<file path="src/rtl/bdm_pkg.sv">
package bdm_pkg;

  localparam int DATA_W        = 8;
  localparam int ADDR_W        = 14;
  localparam int LOW_W         = 8;
  localparam int HIGH_W        = 6;
  localparam int NUM_SEL       = 8;
  localparam int NUM_OUT_GRP   = 3;
  localparam int NUM_OUT_PORTS = 24;

  localparam logic [7:0] LOW_RST  = 8'h00;
  localparam logic [5:0] HIGH_RST = 6'h00;
  localparam logic [1:0] CC_RST   = 2'h0;

  localparam int ROM_SEL_LSB  = 8;
  localparam int ROM_BRD_LSB  = 11;
  localparam int RAM_SEL_LSB  = 10;
  localparam int PORT_SEL_LSB = 9;
  localparam int UPPER_LSB    = 12;

  localparam logic [2:0] ROM_BRD_CODE_RST = 3'h0;
  localparam logic [2:0] RAM_BANK_RST     = 3'h0;

  localparam logic [1:0] OUT_GRP_10 = 2'h2;
  localparam logic [1:0] OUT_GRP_11 = 2'h3;
  localparam logic [1:0] OUT_GRP_01 = 2'h1;

  typedef struct packed {
    logic [1:0] cycle_code;
    logic [5:0] high;
    logic [7:0] low;
  } bdm_addr_s;

  typedef struct packed {
    logic bus_switch_enable;
    logic processor_drives_bus;
    logic latched_low_onto_bus_n;
    logic memory_read_gate;
    logic write_n;
    logic input_strobe_n;
    logic output_strobe_n;
  } bdm_ctrl_s;

endpackage : bdm_pkg

</file>
<file path="src/rtl/bdm_addr_latch.sv">
`timescale 1ns/100ps
module bdm_addr_latch
  import bdm_pkg::*;
#(
  parameter int WIDTH = 8,
  parameter logic [WIDTH-1:0] RST_VAL = '0
) (
  input  wire logic             clock,
  input  wire logic             resetn,
  input  wire logic             strobe,
  input  wire logic [WIDTH-1:0] load_data,
  input  wire logic             clear,
  input  wire logic             increment,
  input  wire logic             carry_in,
  output logic      [WIDTH-1:0] value,
  output logic                  carry_out
);

  typedef struct packed {
    logic [WIDTH-1:0] val;
  } bdm_latch_s;

  bdm_latch_s s_q;
  bdm_latch_s s_d;

  always_comb begin
    s_d = s_q;
    if (clear) begin
      s_d.val = '0;
    end else if (strobe) begin
      s_d.val = load_data;
    end else if (increment && carry_in) begin
      s_d.val = s_q.val + WIDTH'(1);
    end
  end

  always_ff @(posedge clock or negedge resetn) begin
    if (!resetn) begin
      s_q.val <= RST_VAL;
    end else begin
      s_q <= s_d;
    end
  end

  assign value     = s_q.val;
  assign carry_out = carry_in && (&s_q.val);

endmodule : bdm_addr_latch

</file>
<file path="src/rtl/bdm_out_latch.sv">
`timescale 1ns/100ps
module bdm_out_latch
  import bdm_pkg::*;
#(
  parameter int WIDTH = 8
) (
  input  wire logic             clock,
  input  wire logic             resetn,
  input  wire logic             strobe,
  input  wire logic [WIDTH-1:0] data_in,
  output logic      [WIDTH-1:0] data_out
);

  typedef struct packed {
    logic [WIDTH-1:0] val;
  } bdm_olatch_s;

  bdm_olatch_s s_q;
  bdm_olatch_s s_d;

  always_comb begin
    s_d = s_q;
    if (strobe) begin
      s_d.val = data_in;
    end
  end

  always_ff @(posedge clock or negedge resetn) begin
    if (!resetn) begin
      s_q.val <= '0;
    end else begin
      s_q <= s_d;
    end
  end

  assign data_out = s_q.val;

endmodule : bdm_out_latch

</file>
<file path="src/rtl/bdm_bridge.sv">
`timescale 1ns/100ps
// What this block does
// - Switch enable connects processor and system buses
// - Direction control picks bus switch flow
// - Upper decode high when bit 12/13 set
// - Low strobe captures address bits 0-7
// - High strobe captures bits 8-13, cycle code
// - External clear and increment of address latches
// - Low latch driven onto bus when enabled
// - ROM chip select one-of-eight from bits 8-10
// - ROM board select by bits 11-13 and read
// - RAM write mode while write control low
// - RAM bank select one-of-eight from bits 10-12
// - RAM drives bus only selected and read
// - Input port one-of-eight from bits 9-11
// - Input decoder active only while strobe low
// - Output port decode gives 24 ports
// - Output decoder enabled only while strobe low
// - Selected output latch captures system bus
// - Memory read gate marks memory owning bus
module bdm_bridge
  import bdm_pkg::*;
#(
  parameter int PORT_W = 8
) (
  input  wire logic                        clock,
  input  wire logic                        resetn,
  input  wire bdm_ctrl_s                   ctrl,
  input  wire logic                        low_addr_latch_strobe,
  input  wire logic                        high_addr_latch_strobe,
  input  wire logic                        addr_latch_clear,
  input  wire logic                        addr_latch_increment,
  input  wire logic [DATA_W-1:0]           processor_data_lines_in,
  input  wire logic [DATA_W-1:0]           system_data_bus_in,
  input  wire logic [2:0]                  rom_board_code,
  input  wire logic [2:0]                  ram_bank_code,
  input  wire logic [NUM_SEL*PORT_W-1:0]   input_port_data,
  output logic      [DATA_W-1:0]           processor_data_lines_out,
  output logic                             processor_data_lines_oe,
  output logic      [DATA_W-1:0]           system_data_bus_out,
  output logic                             system_data_bus_oe,
  output logic      [ADDR_W-1:0]           address,
  output logic                             cycle_code_bit_one,
  output logic                             cycle_code_bit_two,
  output logic                             upper_addr_decode,
  output logic      [NUM_SEL-1:0]          rom_chip_select_n,
  output logic                             rom_board_select,
  output logic      [NUM_SEL-1:0]          ram_bank_select,
  output logic                             ram_write_mode,
  output logic                             ram_bus_drive,
  output logic      [NUM_SEL-1:0]          input_port_select,
  output logic      [NUM_OUT_PORTS-1:0]    output_port_strobe,
  output logic      [NUM_OUT_PORTS*PORT_W-1:0] output_port_data
);

  function automatic logic [NUM_SEL-1:0] one_of_eight(
    input logic [2:0] code,
    input logic       en
  );
    logic [NUM_SEL-1:0] r;
    r = '0;
    if (en) begin
      r[code] = 1'b1;
    end
    return r;
  endfunction : one_of_eight

  // Three-bit address field against a configured code, gated
  function automatic logic code_match(
    input logic [2:0] bits,
    input logic [2:0] code,
    input logic       gate
  );
    logic r;
    r = gate && (bits == code);
    return r;
  endfunction : code_match

  // Output group from bits 13:12; code 00 owns no ports
  function automatic logic [NUM_OUT_GRP-1:0] out_group(
    input logic [1:0] grp
  );
    logic [NUM_OUT_GRP-1:0] r;
    r = '0;
    case (grp)
      OUT_GRP_01: r[0] = 1'b1;
      OUT_GRP_10: r[1] = 1'b1;
      OUT_GRP_11: r[2] = 1'b1;
      default:    r = '0;
    endcase
    return r;
  endfunction : out_group

  // Who drives the system data bus this cycle
  typedef enum logic [1:0] {
    SRC_NONE,
    SRC_ECHO,
    SRC_PORT,
    SRC_SWITCH
  } bdm_src_e;

  typedef struct packed {
    logic [DATA_W-1:0]        proc_out;
    logic                     proc_oe;
    logic [DATA_W-1:0]        sys_out;
    logic                     sys_oe;
    logic                     upper;
    logic [NUM_SEL-1:0]       rom_cs_n;
    logic                     rom_sel;
    logic [NUM_SEL-1:0]       ram_sel;
    logic                     ram_wr;
    logic                     ram_drv;
    logic [NUM_SEL-1:0]       in_sel;
    logic [NUM_OUT_PORTS-1:0] out_stb;
  } bdm_state_s;

  bdm_state_s s_q;
  bdm_state_s s_d;

  logic [LOW_W-1:0]  low_val;
  logic [HIGH_W-1:0] high_val;
  logic [1:0]        cc_val;
  logic              low_carry;
  logic              high_carry;
  logic [ADDR_W-1:0] a;
  logic [2:0]        port_code;
  logic [1:0]        grp_code;
  logic [NUM_OUT_PORTS-1:0] out_sel;
  logic [NUM_OUT_GRP-1:0] grp_hit;
  logic [2:0]        rom_chip_code;
  logic [2:0]        rom_brd_bits;
  logic [2:0]        ram_bank_bits;
  logic              sw_to_sys;
  logic              sw_to_proc;
  bdm_src_e          sys_src;

  // Low byte counter; carry feeds the high byte on increment
  bdm_addr_latch #(.WIDTH(LOW_W), .RST_VAL(LOW_RST)) u_low (
    .clock     (clock),
    .resetn    (resetn),
    .strobe    (low_addr_latch_strobe),
    .load_data (processor_data_lines_in),
    .clear     (addr_latch_clear),
    .increment (!addr_latch_increment),
    .carry_in  (1'b1),
    .value     (low_val),
    .carry_out (low_carry)
  );

  bdm_addr_latch #(.WIDTH(HIGH_W), .RST_VAL(HIGH_RST)) u_high (
    .clock     (clock),
    .resetn    (resetn),
    .strobe    (high_addr_latch_strobe),
    .load_data (processor_data_lines_in[HIGH_W-1:0]),
    .clear     (addr_latch_clear),
    .increment (!addr_latch_increment),
    .carry_in  (low_carry),
    .value     (high_val),
    .carry_out (high_carry)
  );

  bdm_addr_latch #(.WIDTH(2), .RST_VAL(CC_RST)) u_cc (
    .clock     (clock),
    .resetn    (resetn),
    .strobe    (high_addr_latch_strobe),
    .load_data (processor_data_lines_in[DATA_W-1:HIGH_W]),
    .clear     (addr_latch_clear),
    .increment (1'b0),
    .carry_in  (high_carry),
    .value     (cc_val),
    .carry_out ()
  );

  assign a         = {high_val, low_val};
  assign port_code = a[PORT_SEL_LSB+:3];
  assign grp_code  = a[UPPER_LSB+:2];

  assign rom_chip_code = a[ROM_SEL_LSB+:3];
  assign rom_brd_bits  = a[ROM_BRD_LSB+:3];
  assign ram_bank_bits = a[RAM_SEL_LSB+:3];
  assign grp_hit       = out_group(grp_code);

  // Switch direction follows the direction control while enabled
  assign sw_to_sys  = ctrl.bus_switch_enable
                      && ctrl.processor_drives_bus;
  assign sw_to_proc = ctrl.bus_switch_enable
                      && !ctrl.processor_drives_bus;

  // Output port select: group by bits 13:12, port by bits 11:9
  genvar gg;
  generate
    for (gg = 0; gg < NUM_OUT_GRP; gg++) begin : g_grp
      assign out_sel[gg*NUM_SEL+:NUM_SEL] =
        one_of_eight(port_code,
                     grp_hit[gg] && !ctrl.output_strobe_n);
    end
  endgenerate

  // System bus source priority: latch echo, input port, switch
  always_comb begin
    if (!ctrl.latched_low_onto_bus_n) begin
      sys_src = SRC_ECHO;
    end else if (!ctrl.input_strobe_n) begin
      sys_src = SRC_PORT;
    end else if (sw_to_sys) begin
      sys_src = SRC_SWITCH;
    end else begin
      sys_src = SRC_NONE;
    end
  end

  always_comb begin
    s_d = s_q;
    s_d.upper    = a[UPPER_LSB] | a[UPPER_LSB+1];
    s_d.rom_cs_n = ~one_of_eight(rom_chip_code, 1'b1);
    s_d.rom_sel  = code_match(rom_brd_bits, rom_board_code,
                              ctrl.memory_read_gate);
    s_d.ram_sel  = one_of_eight(ram_bank_bits, 1'b1);
    s_d.ram_wr   = !ctrl.write_n;
    s_d.ram_drv  = code_match(ram_bank_bits, ram_bank_code,
                              ctrl.memory_read_gate);
    s_d.in_sel   = one_of_eight(port_code,
                                !ctrl.input_strobe_n);
    s_d.out_stb  = out_sel;
    s_d.proc_oe  = 1'b0;
    s_d.sys_oe   = 1'b0;
    case (sys_src)
      SRC_ECHO: begin
        s_d.sys_out = low_val;
        s_d.sys_oe  = 1'b1;
      end
      SRC_PORT: begin
        s_d.sys_out = input_port_data[port_code*PORT_W+:DATA_W];
        s_d.sys_oe  = 1'b1;
      end
      SRC_SWITCH: begin
        s_d.sys_out = processor_data_lines_in;
        s_d.sys_oe  = 1'b1;
      end
      default: begin
        s_d.sys_oe  = 1'b0;
      end
    endcase
    if (sw_to_proc) begin
      s_d.proc_out = system_data_bus_in;
      s_d.proc_oe  = 1'b1;
    end
  end

  always_ff @(posedge clock or negedge resetn) begin
    if (!resetn) begin
      s_q.proc_out <= '0;
      s_q.proc_oe  <= 1'b0;
      s_q.sys_out  <= '0;
      s_q.sys_oe   <= 1'b0;
      s_q.upper    <= 1'b0;
      s_q.rom_cs_n <= '1;
      s_q.rom_sel  <= 1'b0;
      s_q.ram_sel  <= '0;
      s_q.ram_wr   <= 1'b0;
      s_q.ram_drv  <= 1'b0;
      s_q.in_sel   <= '0;
      s_q.out_stb  <= '0;
    end else begin
      s_q <= s_d;
    end
  end

  genvar g;
  generate
    for (g = 0; g < NUM_OUT_PORTS; g++) begin : g_out
      bdm_out_latch #(.WIDTH(PORT_W)) u_olat (
        .clock    (clock),
        .resetn   (resetn),
        .strobe   (s_q.out_stb[g]),
        .data_in  (system_data_bus_in),
        .data_out (output_port_data[g*PORT_W+:PORT_W])
      );
    end
  endgenerate

  assign processor_data_lines_out = s_q.proc_out;
  assign processor_data_lines_oe  = s_q.proc_oe;
  assign system_data_bus_out      = s_q.sys_out;
  assign system_data_bus_oe       = s_q.sys_oe;
  assign address                  = a;
  assign cycle_code_bit_one       = cc_val[0];
  assign cycle_code_bit_two       = cc_val[1];
  assign upper_addr_decode        = s_q.upper;
  assign rom_chip_select_n        = s_q.rom_cs_n;
  assign rom_board_select         = s_q.rom_sel;
  assign ram_bank_select          = s_q.ram_sel;
  assign ram_write_mode           = s_q.ram_wr;
  assign ram_bus_drive            = s_q.ram_drv;
  assign input_port_select        = s_q.in_sel;
  assign output_port_strobe       = s_q.out_stb;

endmodule : bdm_bridge

</file>
<file path="config.mk">
export PLATFORM = sky130hd
export DESIGN_NAME = bdm_bridge
export DESIGN_NICKNAME = d
export VERILOG_FILES = /design/src/rtl/bdm_pkg.sv /design/src/rtl/bdm_addr_latch.sv /design/src/rtl/bdm_out_latch.sv /design/src/rtl/bdm_bridge.sv
export SDC_FILE = /design/constraint.sdc
export NUM_CORES = 1
export LEC_CHECK = 0
export ABC_AREA = 1
export BUFFER_PORTS_ARGS = -buffer_cell sky130_fd_sc_hd__buf_2
export CORE_MARGIN = 3
export CORE_UTILIZATION = 41
export CTS_BUF_LIST = sky130_fd_sc_hd__clkbuf_4 sky130_fd_sc_hd__clkbuf_8 sky130_fd_sc_hd__clkbuf_16
export CTS_CLUSTER_DIAMETER = 60
export CTS_CLUSTER_SIZE = 16
export DETAILED_ROUTE_END_ITERATION = 6
export MAX_ROUTING_LAYER = met4
export PLACE_DENSITY_LB_ADDON = 0.25
export SETUP_SLACK_MARGIN = 0.2
export SLEW_MARGIN = 10
export SYNTH_ARGS = -nofsm -noshare
export SYNTH_HDL_FRONTEND = slang
export SYNTH_SLANG_ARGS = --single-unit
</file>
<file path="constraint.sdc">
create_clock -name clock -period 1.9 [get_ports clock]
set_clock_uncertainty 0.1 [all_clocks]
set_input_delay 0.38 -clock clock [delete_from_list [all_inputs] [get_ports clock]]
set_output_delay 0.38 -clock clock [all_outputs]
set_load 0.005 [all_outputs]
</file>
==> results.toml, run 1 <==
[final_layout]
final_common_cell = "buf_2"
final_cells = 1872
layout-drive-gt1-share_pct = 36.30
area_delta_synth_final_pct = 32.59
layout_common_cells = "372 x buf_2, 258 x dfrtp_1, 219 x nor2_1"
n_fill_cell = 2388
num-nets-final = 1621
diodes = 0

[critical_path]
critPathTopFamily = "flip-flops"
cpMaxStageDelayCell = "dfstp_2"
cp_max_fo = 1
start_kind = "register"
end_kind = "output port"
path_buf_inv = 1
worst_ep_required_time_ns = 1.42
reg2reg_slack_ns = 0.27
critical_path.max_stage_delay_ns = 0.55
crit_path_cell_trace = "buf_2"
arrival_ns = 1.19
crit_type = "register to output port"

[logic_synthesis]
ys_seq_elements = 278
ys_seq_area_share_pct = 63.69
postSynthAreaPerCell_um2 = 9.775
synth_edf_count = 0
synthSimpleGateAreaFrac_pct = 15.88
ys_types = 37
syn_inst = 1119
synthXorXnorAreaFrac_pct = 0.4004
yosys_warnings = 0
yosysTopAreaCellShare_pct = 61.77
synth_top_family_by_area = "simple AND/OR/NAND/NOR gates"
synth_top_area_cell = "dfrtp_1"
syn_nets = 1220
ys.flop_type = "dfrtp_1"
synth_adder_area_share_pct = 0.2288
async_reset_ff_share_pct = 100.0
synth_compound_area_share_pct = 11.32
yosys-top-cells-area = "dfrtp_1 62%, a21oi_1 8.7%, nor2_1 7.5%"
netlist_area_um2 = 10940
muxShareOfSynthArea_pct = 2.471

[power]
ir_drop_mv = 0.5746
powerDensity_nw_per_um2 = 1070
leakage_nw = 7.023

[place]
placed_cells = 1808
dp_hpwl_um = 25210
place.gp.congestion = 0.8991
place_ws_ns = -0.02199
io_buffers = 376

[floorplanning]
die_w_um = 169.3
die_y_um = 169.3
io_pins = 377
core-area_um2 = 26130
initial_core_util_pct = 41.86
die_area_um2 = 28670
row_count = 59

[sta]
tightest_slew_ns = 0.6884
period_share_pct = 87.90
layout_min_cycle_time_ns = 1.670
fmax_mhz = 598.7
rsz0062_at_grt = "true"
hold_viol_final = 0
setup_violations = 0
slew_violations = 0
relSlewSlack_pct = 54.11
setup_slack_ns = 0.2298

[route]
vias_per_cell = 5.043
highest_layer = "met4"
drt_wl_total_um = 35060
wl_per_cell_um = 18.73
first_pass_iters = 5
met1_length_um = 14340
wl_met2_um = 17460
wl_met3_um = 2464
vias = 9440
drc = 0
drt_iter0_markers = 748
antenna_left = 0

[cts]
path_clk_slew_ns = 0.07
clk_latency_ns = 0.53
cts_inserted_buffers = 26
cts_max_level = 1
cts-root-buf = "clkbuf_16"
cts_tree = "yes"
clock_path_buffers = 3
cts.sinks = 278

[grt]
overflow = 0
grt_first_pass_wirelength_um = 53350
antenna_found_initial = 0
gr-usage-all-layers_pct = 24.43
grt_pass1_vias = 9259
grt_max_degree = 81

[worst_hold_path]
hp-class = "input pin to register"

[outcome]
status = "complete, no violations"

[job]
drv_cap = 0
## layer usage
| metal | vias to the layer above | global-route usage (%) |
|---|---|---|
| met1 | 4587 | 31.46 |
| met4 | 0 | 5.832 |
| met5 | - | - |
| met2 | 375 | 40.87 |
| li1 | 4413 | - |
| met3 | 65 | 4.007 |
## flip-flops by register name, indices dropped and copies added (netlist names)
signal / count
ram_bank_select: 8
upper_addr_decode: 1
rom_board_select: 1
u_low.value: 8
input_port_select: 8
ram_bus_drive: 1
output_port_strobe: 24
processor_data_lines_oe: 1
ram_write_mode: 1
g_out.u_olat.data_out: 192
u_high.value: 6
system_data_bus_oe: 1
rom_chip_select_n: 8
system_data_bus_out: 8
u_cc.value: 2
processor_data_lines_out: 8
## through the flow
| stage | utilization [%] | setup TNS (ns) | instance area (um^2) | hold WS, ns | power [W] |
|---|---|---|---|---|---|
| floorplan | - | 0 | 10940 | -0.01559 | 0.008330 |
| global placement | 50.89 | 0 | 13300 | 0.09928 | 0.009847 |
| detailed placement | 50.89 | -0.02199 | 13300 | 0.1001 | 0.009909 |
| CTS | 55.04 | 0 | 14380 | 0.003357 | 0.01566 |
| global route | 55.50 | 0 | 14500 | 0.03677 | 0.01633 |
| finish | 55.50 | 0 | 14500 | 0.02214 | 0.01552 |
## Yosys cell counts, types with 2 or more instances
master,number
clkbuf_1,42
nand2_1,146
buf_2,4
buf_4,27
o211ai_1,2
nand4_1,3
mux2_2,24
buf_1,3
a21oi_1,191
dfstp_2,8
o21ai_1,6
buf_6,2
nor2_1,219
o22ai_1,3
nand2_2,4
inv_1,58
nor3_1,8
or2_2,3
nand3_1,35
ha_1,2
xor2_1,4
dfrtp_1,270
o21ai_0,41
## final timing paths
path	startpoint	to	depth (start not counted)
hold / removal	processor_data_lines_in[1]	system_data_bus_out[1]	3
setup / recovery	rom_chip_select_n[7]	rom_chip_select_n[7]	1
min in group asynchronous	resetn	g_out[10].u_olat.data_out[7]	2
max in group asynchronous	resetn	g_out[23].u_olat.data_out[6]	4
hold reg to reg	processor_data_lines_out[7]	processor_data_lines_out[7]	2
setup reg to reg	u_high.value[1]	system_data_bus_out[4]	7
## where the power goes
group,internal (W),switching (W)
combinational,0.00120,0.00148
sequential,0.00673,0.000470
clock,0.00334,0.00231
total,0.0113,0.00426
## logic make-up after synthesis
kind of cell	count (synthesis)
AOI/OAI and AO/OA	245
xor gates and xnor gates	5
adders and majority gates	2
buffers and inverters	139
DFF	278
muxes	24
and+or+nand+nor	426
## area by class of cell
class	count	area (um^2)	share of cell area [%]
sequential	278	6982	48.14
multi-input combinational	703	3338	23.02
timing repair buffer	450	2579	17.78
clock buffer	29	690.7	4.762
tap	335	419.2	2.890
clock inverter	16	247.7	1.708
inverter	60	239.0	1.648
timing repair inverter	1	7.507	0.05176
## timing repair
action	CTS	global route
setup endpoints to repair	34	23
hold buffers	4	0
buffers inserted	6	6
pin swaps	0	4
resized for setup	12	18
gates cloned	1	2
endpoints found under the hold margin	190	0
No activity file was read; power rests on OpenSTA's default activity.
==> run 2: changes to the inputs <==
--- a/config.mk
+++ b/config.mk
@@ -6,13 +6,14 @@
 export NUM_CORES = 1
 export LEC_CHECK = 0
 export ABC_AREA = 1
-export BUFFER_PORTS_ARGS = -buffer_cell sky130_fd_sc_hd__buf_2
+export CAP_MARGIN = 20
 export CORE_MARGIN = 3
 export CORE_UTILIZATION = 41
 export CTS_BUF_LIST = sky130_fd_sc_hd__clkbuf_4 sky130_fd_sc_hd__clkbuf_8 sky130_fd_sc_hd__clkbuf_16
 export CTS_CLUSTER_DIAMETER = 60
 export CTS_CLUSTER_SIZE = 16
 export DETAILED_ROUTE_END_ITERATION = 6
+export DONT_BUFFER_PORTS = 1
 export MAX_ROUTING_LAYER = met4
 export PLACE_DENSITY_LB_ADDON = 0.25
 export SETUP_SLACK_MARGIN = 0.2
==> constraint.sdc (replaced) <==
create_clock -name clock -period 2 [get_ports clock]
set_clock_uncertainty 0.1 [all_clocks]
set_input_delay 0.4 -clock clock [delete_from_list [all_inputs] [get_ports clock]]
set_output_delay 0.4 -clock clock [all_outputs]
set_load 0.005 [all_outputs]
==> results.toml, run 2 (synthesized netlist as in run 1, its figures left out) <==
[floorplanning]
core-area_um2 = 26130
die_y_um = 169.3
die_area_um2 = 28670
die_w_um = 169.3
row_count = 59
io_pins = 377
initial_core_util_pct = 41.86

[route]
antenna_left = 0
wl_per_cell_um = 22.19
first_pass_iters = 5
drt_wl_total_um = 32850
vias_per_cell = 5.295
drc = 0
vias = 7837
drt_iter0_markers = 669

[critical_path]
start_kind = "register"
critical_path.max_stage_delay_ns = 0.55
worst_ep_required_time_ns = 2.30
end_kind = "register"
cpMaxStageDelayCell = "dlygate4sd3_1"
crit_path_cell_trace = "inv_4 -> or2_2 -> nand3_1 -> nor3_2 -> dlygate4sd3_1"
arrival_ns = 2.02
reg2regPathDepth = 5
crit_type = "register to register"
r2r_end = "ram_bus_drive"
r2r_start = "u_high.value[2]"
reg2reg_slack_ns = 0.28
cp_max_fo = 10

[outcome]
violations = "negative hold slack"
status = "finished, violations left"

[final_layout]
diodes = 0
num-nets-final = 1229
layout_common_cells = "261 x dfrtp_1, 219 x nor2_1, 191 x a21oi_1"
final_common_cell = "dfrtp_1"
layout-drive-gt1-share_pct = 12.49
largest_reg_flops = 192
n_fill_cell = 2513
area_delta_synth_final_pct = 13.09
final_core_util_pct = 47.33

[worst_hold_path]
hp-class = "input pin to asynchronous set/reset pin"

[place]
place.gp.congestion = 0.9229
io_buffers = 0
dp_hpwl_um = 22420

[cts]
postCtsHoldBufs = 22
cts_max_level = 1
postCtsSetupRepairBufs = 0
clock_path_buffers = 3
cts_tree = "yes"
clk_latency_ns = 0.52
path_clk_slew_ns = 0.07
cts.sinks = 278
cts-root-buf = "clkbuf_16"
cts_inserted_buffers = 26

[grt]
grt_max_degree = 279
gr-usage-all-layers_pct = 22.43
grt_pass1_vias = 7589
overflow = 0
grt_first_pass_wirelength_um = 48330
antenna_found_initial = 0

[job]
drv_cap = 0

[sta]
whs_ns = -0.5245
slew_violations = 0
tightest_slew_ns = 0.7098
layout_min_cycle_time_ns = 1.724
relSlewSlack_pct = 52.68
final.setup.tns_ns = 0
hold_viol_final = 278
period_share_pct = 86.19
fmax_mhz = 580.1
setup_violations = 0
rsz0062_at_grt = "false"

[power]
powerDensity_nw_per_um2 = 1096
leakage_nw = 5.526
ir_drop_mv = 0.5753
-- run 2: worst max path at each step --
stage	start	end	slack (ns)	cells past startpoint
CTS	output_port_strobe[10]	output_port_strobe[10]	0.20	0
global route	u_high.value[0]	u_high.value[3]	0.20	7
finish	u_high.value[2]	ram_bus_drive	0.28	5
global placement	u_low.value[0]	u_high.value[5]	0.20	7
detailed placement	u_low.value[0]	u_high.value[5]	0.23	7
floorplan	u_low.value[0]	u_high.value[0]	0.53	7
-- run 2: repair_timing --
action | in CTS | in global routing
setup endpoints to repair | 3 | 11
pin swaps | 0 | 1
gates resized for setup | 3 | 11
endpoints found under the hold margin | 333 | 278
-- run 2: routing by layer --
metal	up-vias	part of all wire [%]	GRT usage [%]
met1	3836	39	27.37
met5	-	0	-
met3	46	9.4	7.384
li1	3634	-	-
met4	0	2.2	4.694
met2	321	49	36.80
-- run 2: critical path, delay by kind of cell (launching register included) --
kind	cells	cell delay, ns
buf+inv	2	0.65
simple gates	3	0.44
flops	1	0.41
-- run 2: layout make-up --
class / instances / area, um^2 / area share [%]
Timing Repair Buffer: 60 / 519.2 / 4.198
Clock buffer: 32 / 732.0 / 5.917
Clock inverter: 13 / 158.9 / 1.285
Multi-Input combinational cell: 702 / 3334 / 26.96
Sequential cell: 278 / 6978 / 56.41
Inverter: 60 / 227.7 / 1.841
Tap cell: 335 / 419.2 / 3.389
-- run 2: through the flow --
| step | power (W) | setup slack [ns] | area [um^2] | cells | hold slack [ns] |
|---|---|---|---|---|---|
| 3_3_place_gp | 0.008422 | 0.2016 | 11210 | 1413 | 0.01390 |
| 5_1_grt | 0.01418 | 0.2014 | 12370 | 1480 | -0.5510 |
| 4_1_cts | 0.01373 | 0.2024 | 12340 | 1480 | -0.5604 |
| 3_5_place_dp | 0.008482 | 0.2322 | 11210 | 1413 | 0.01442 |
| 6_report | 0.01356 | 0.2762 | 12370 | 1480 | -0.5245 |
| 2_1_floorplan | 0.007913 | 0.5325 | 10940 | 1119 | 0.004409 |
-- run 2: power by group --
group | switching (W) | leakage, nW | total, W | internal [W]
Combinational | 0.000756 | 2.09 | 0.00127 | 0.000515
Clock | 0.00223 | 0.430 | 0.00513 | 0.00290
Sequential | 0.000762 | 3.00 | 0.00716 | 0.00640
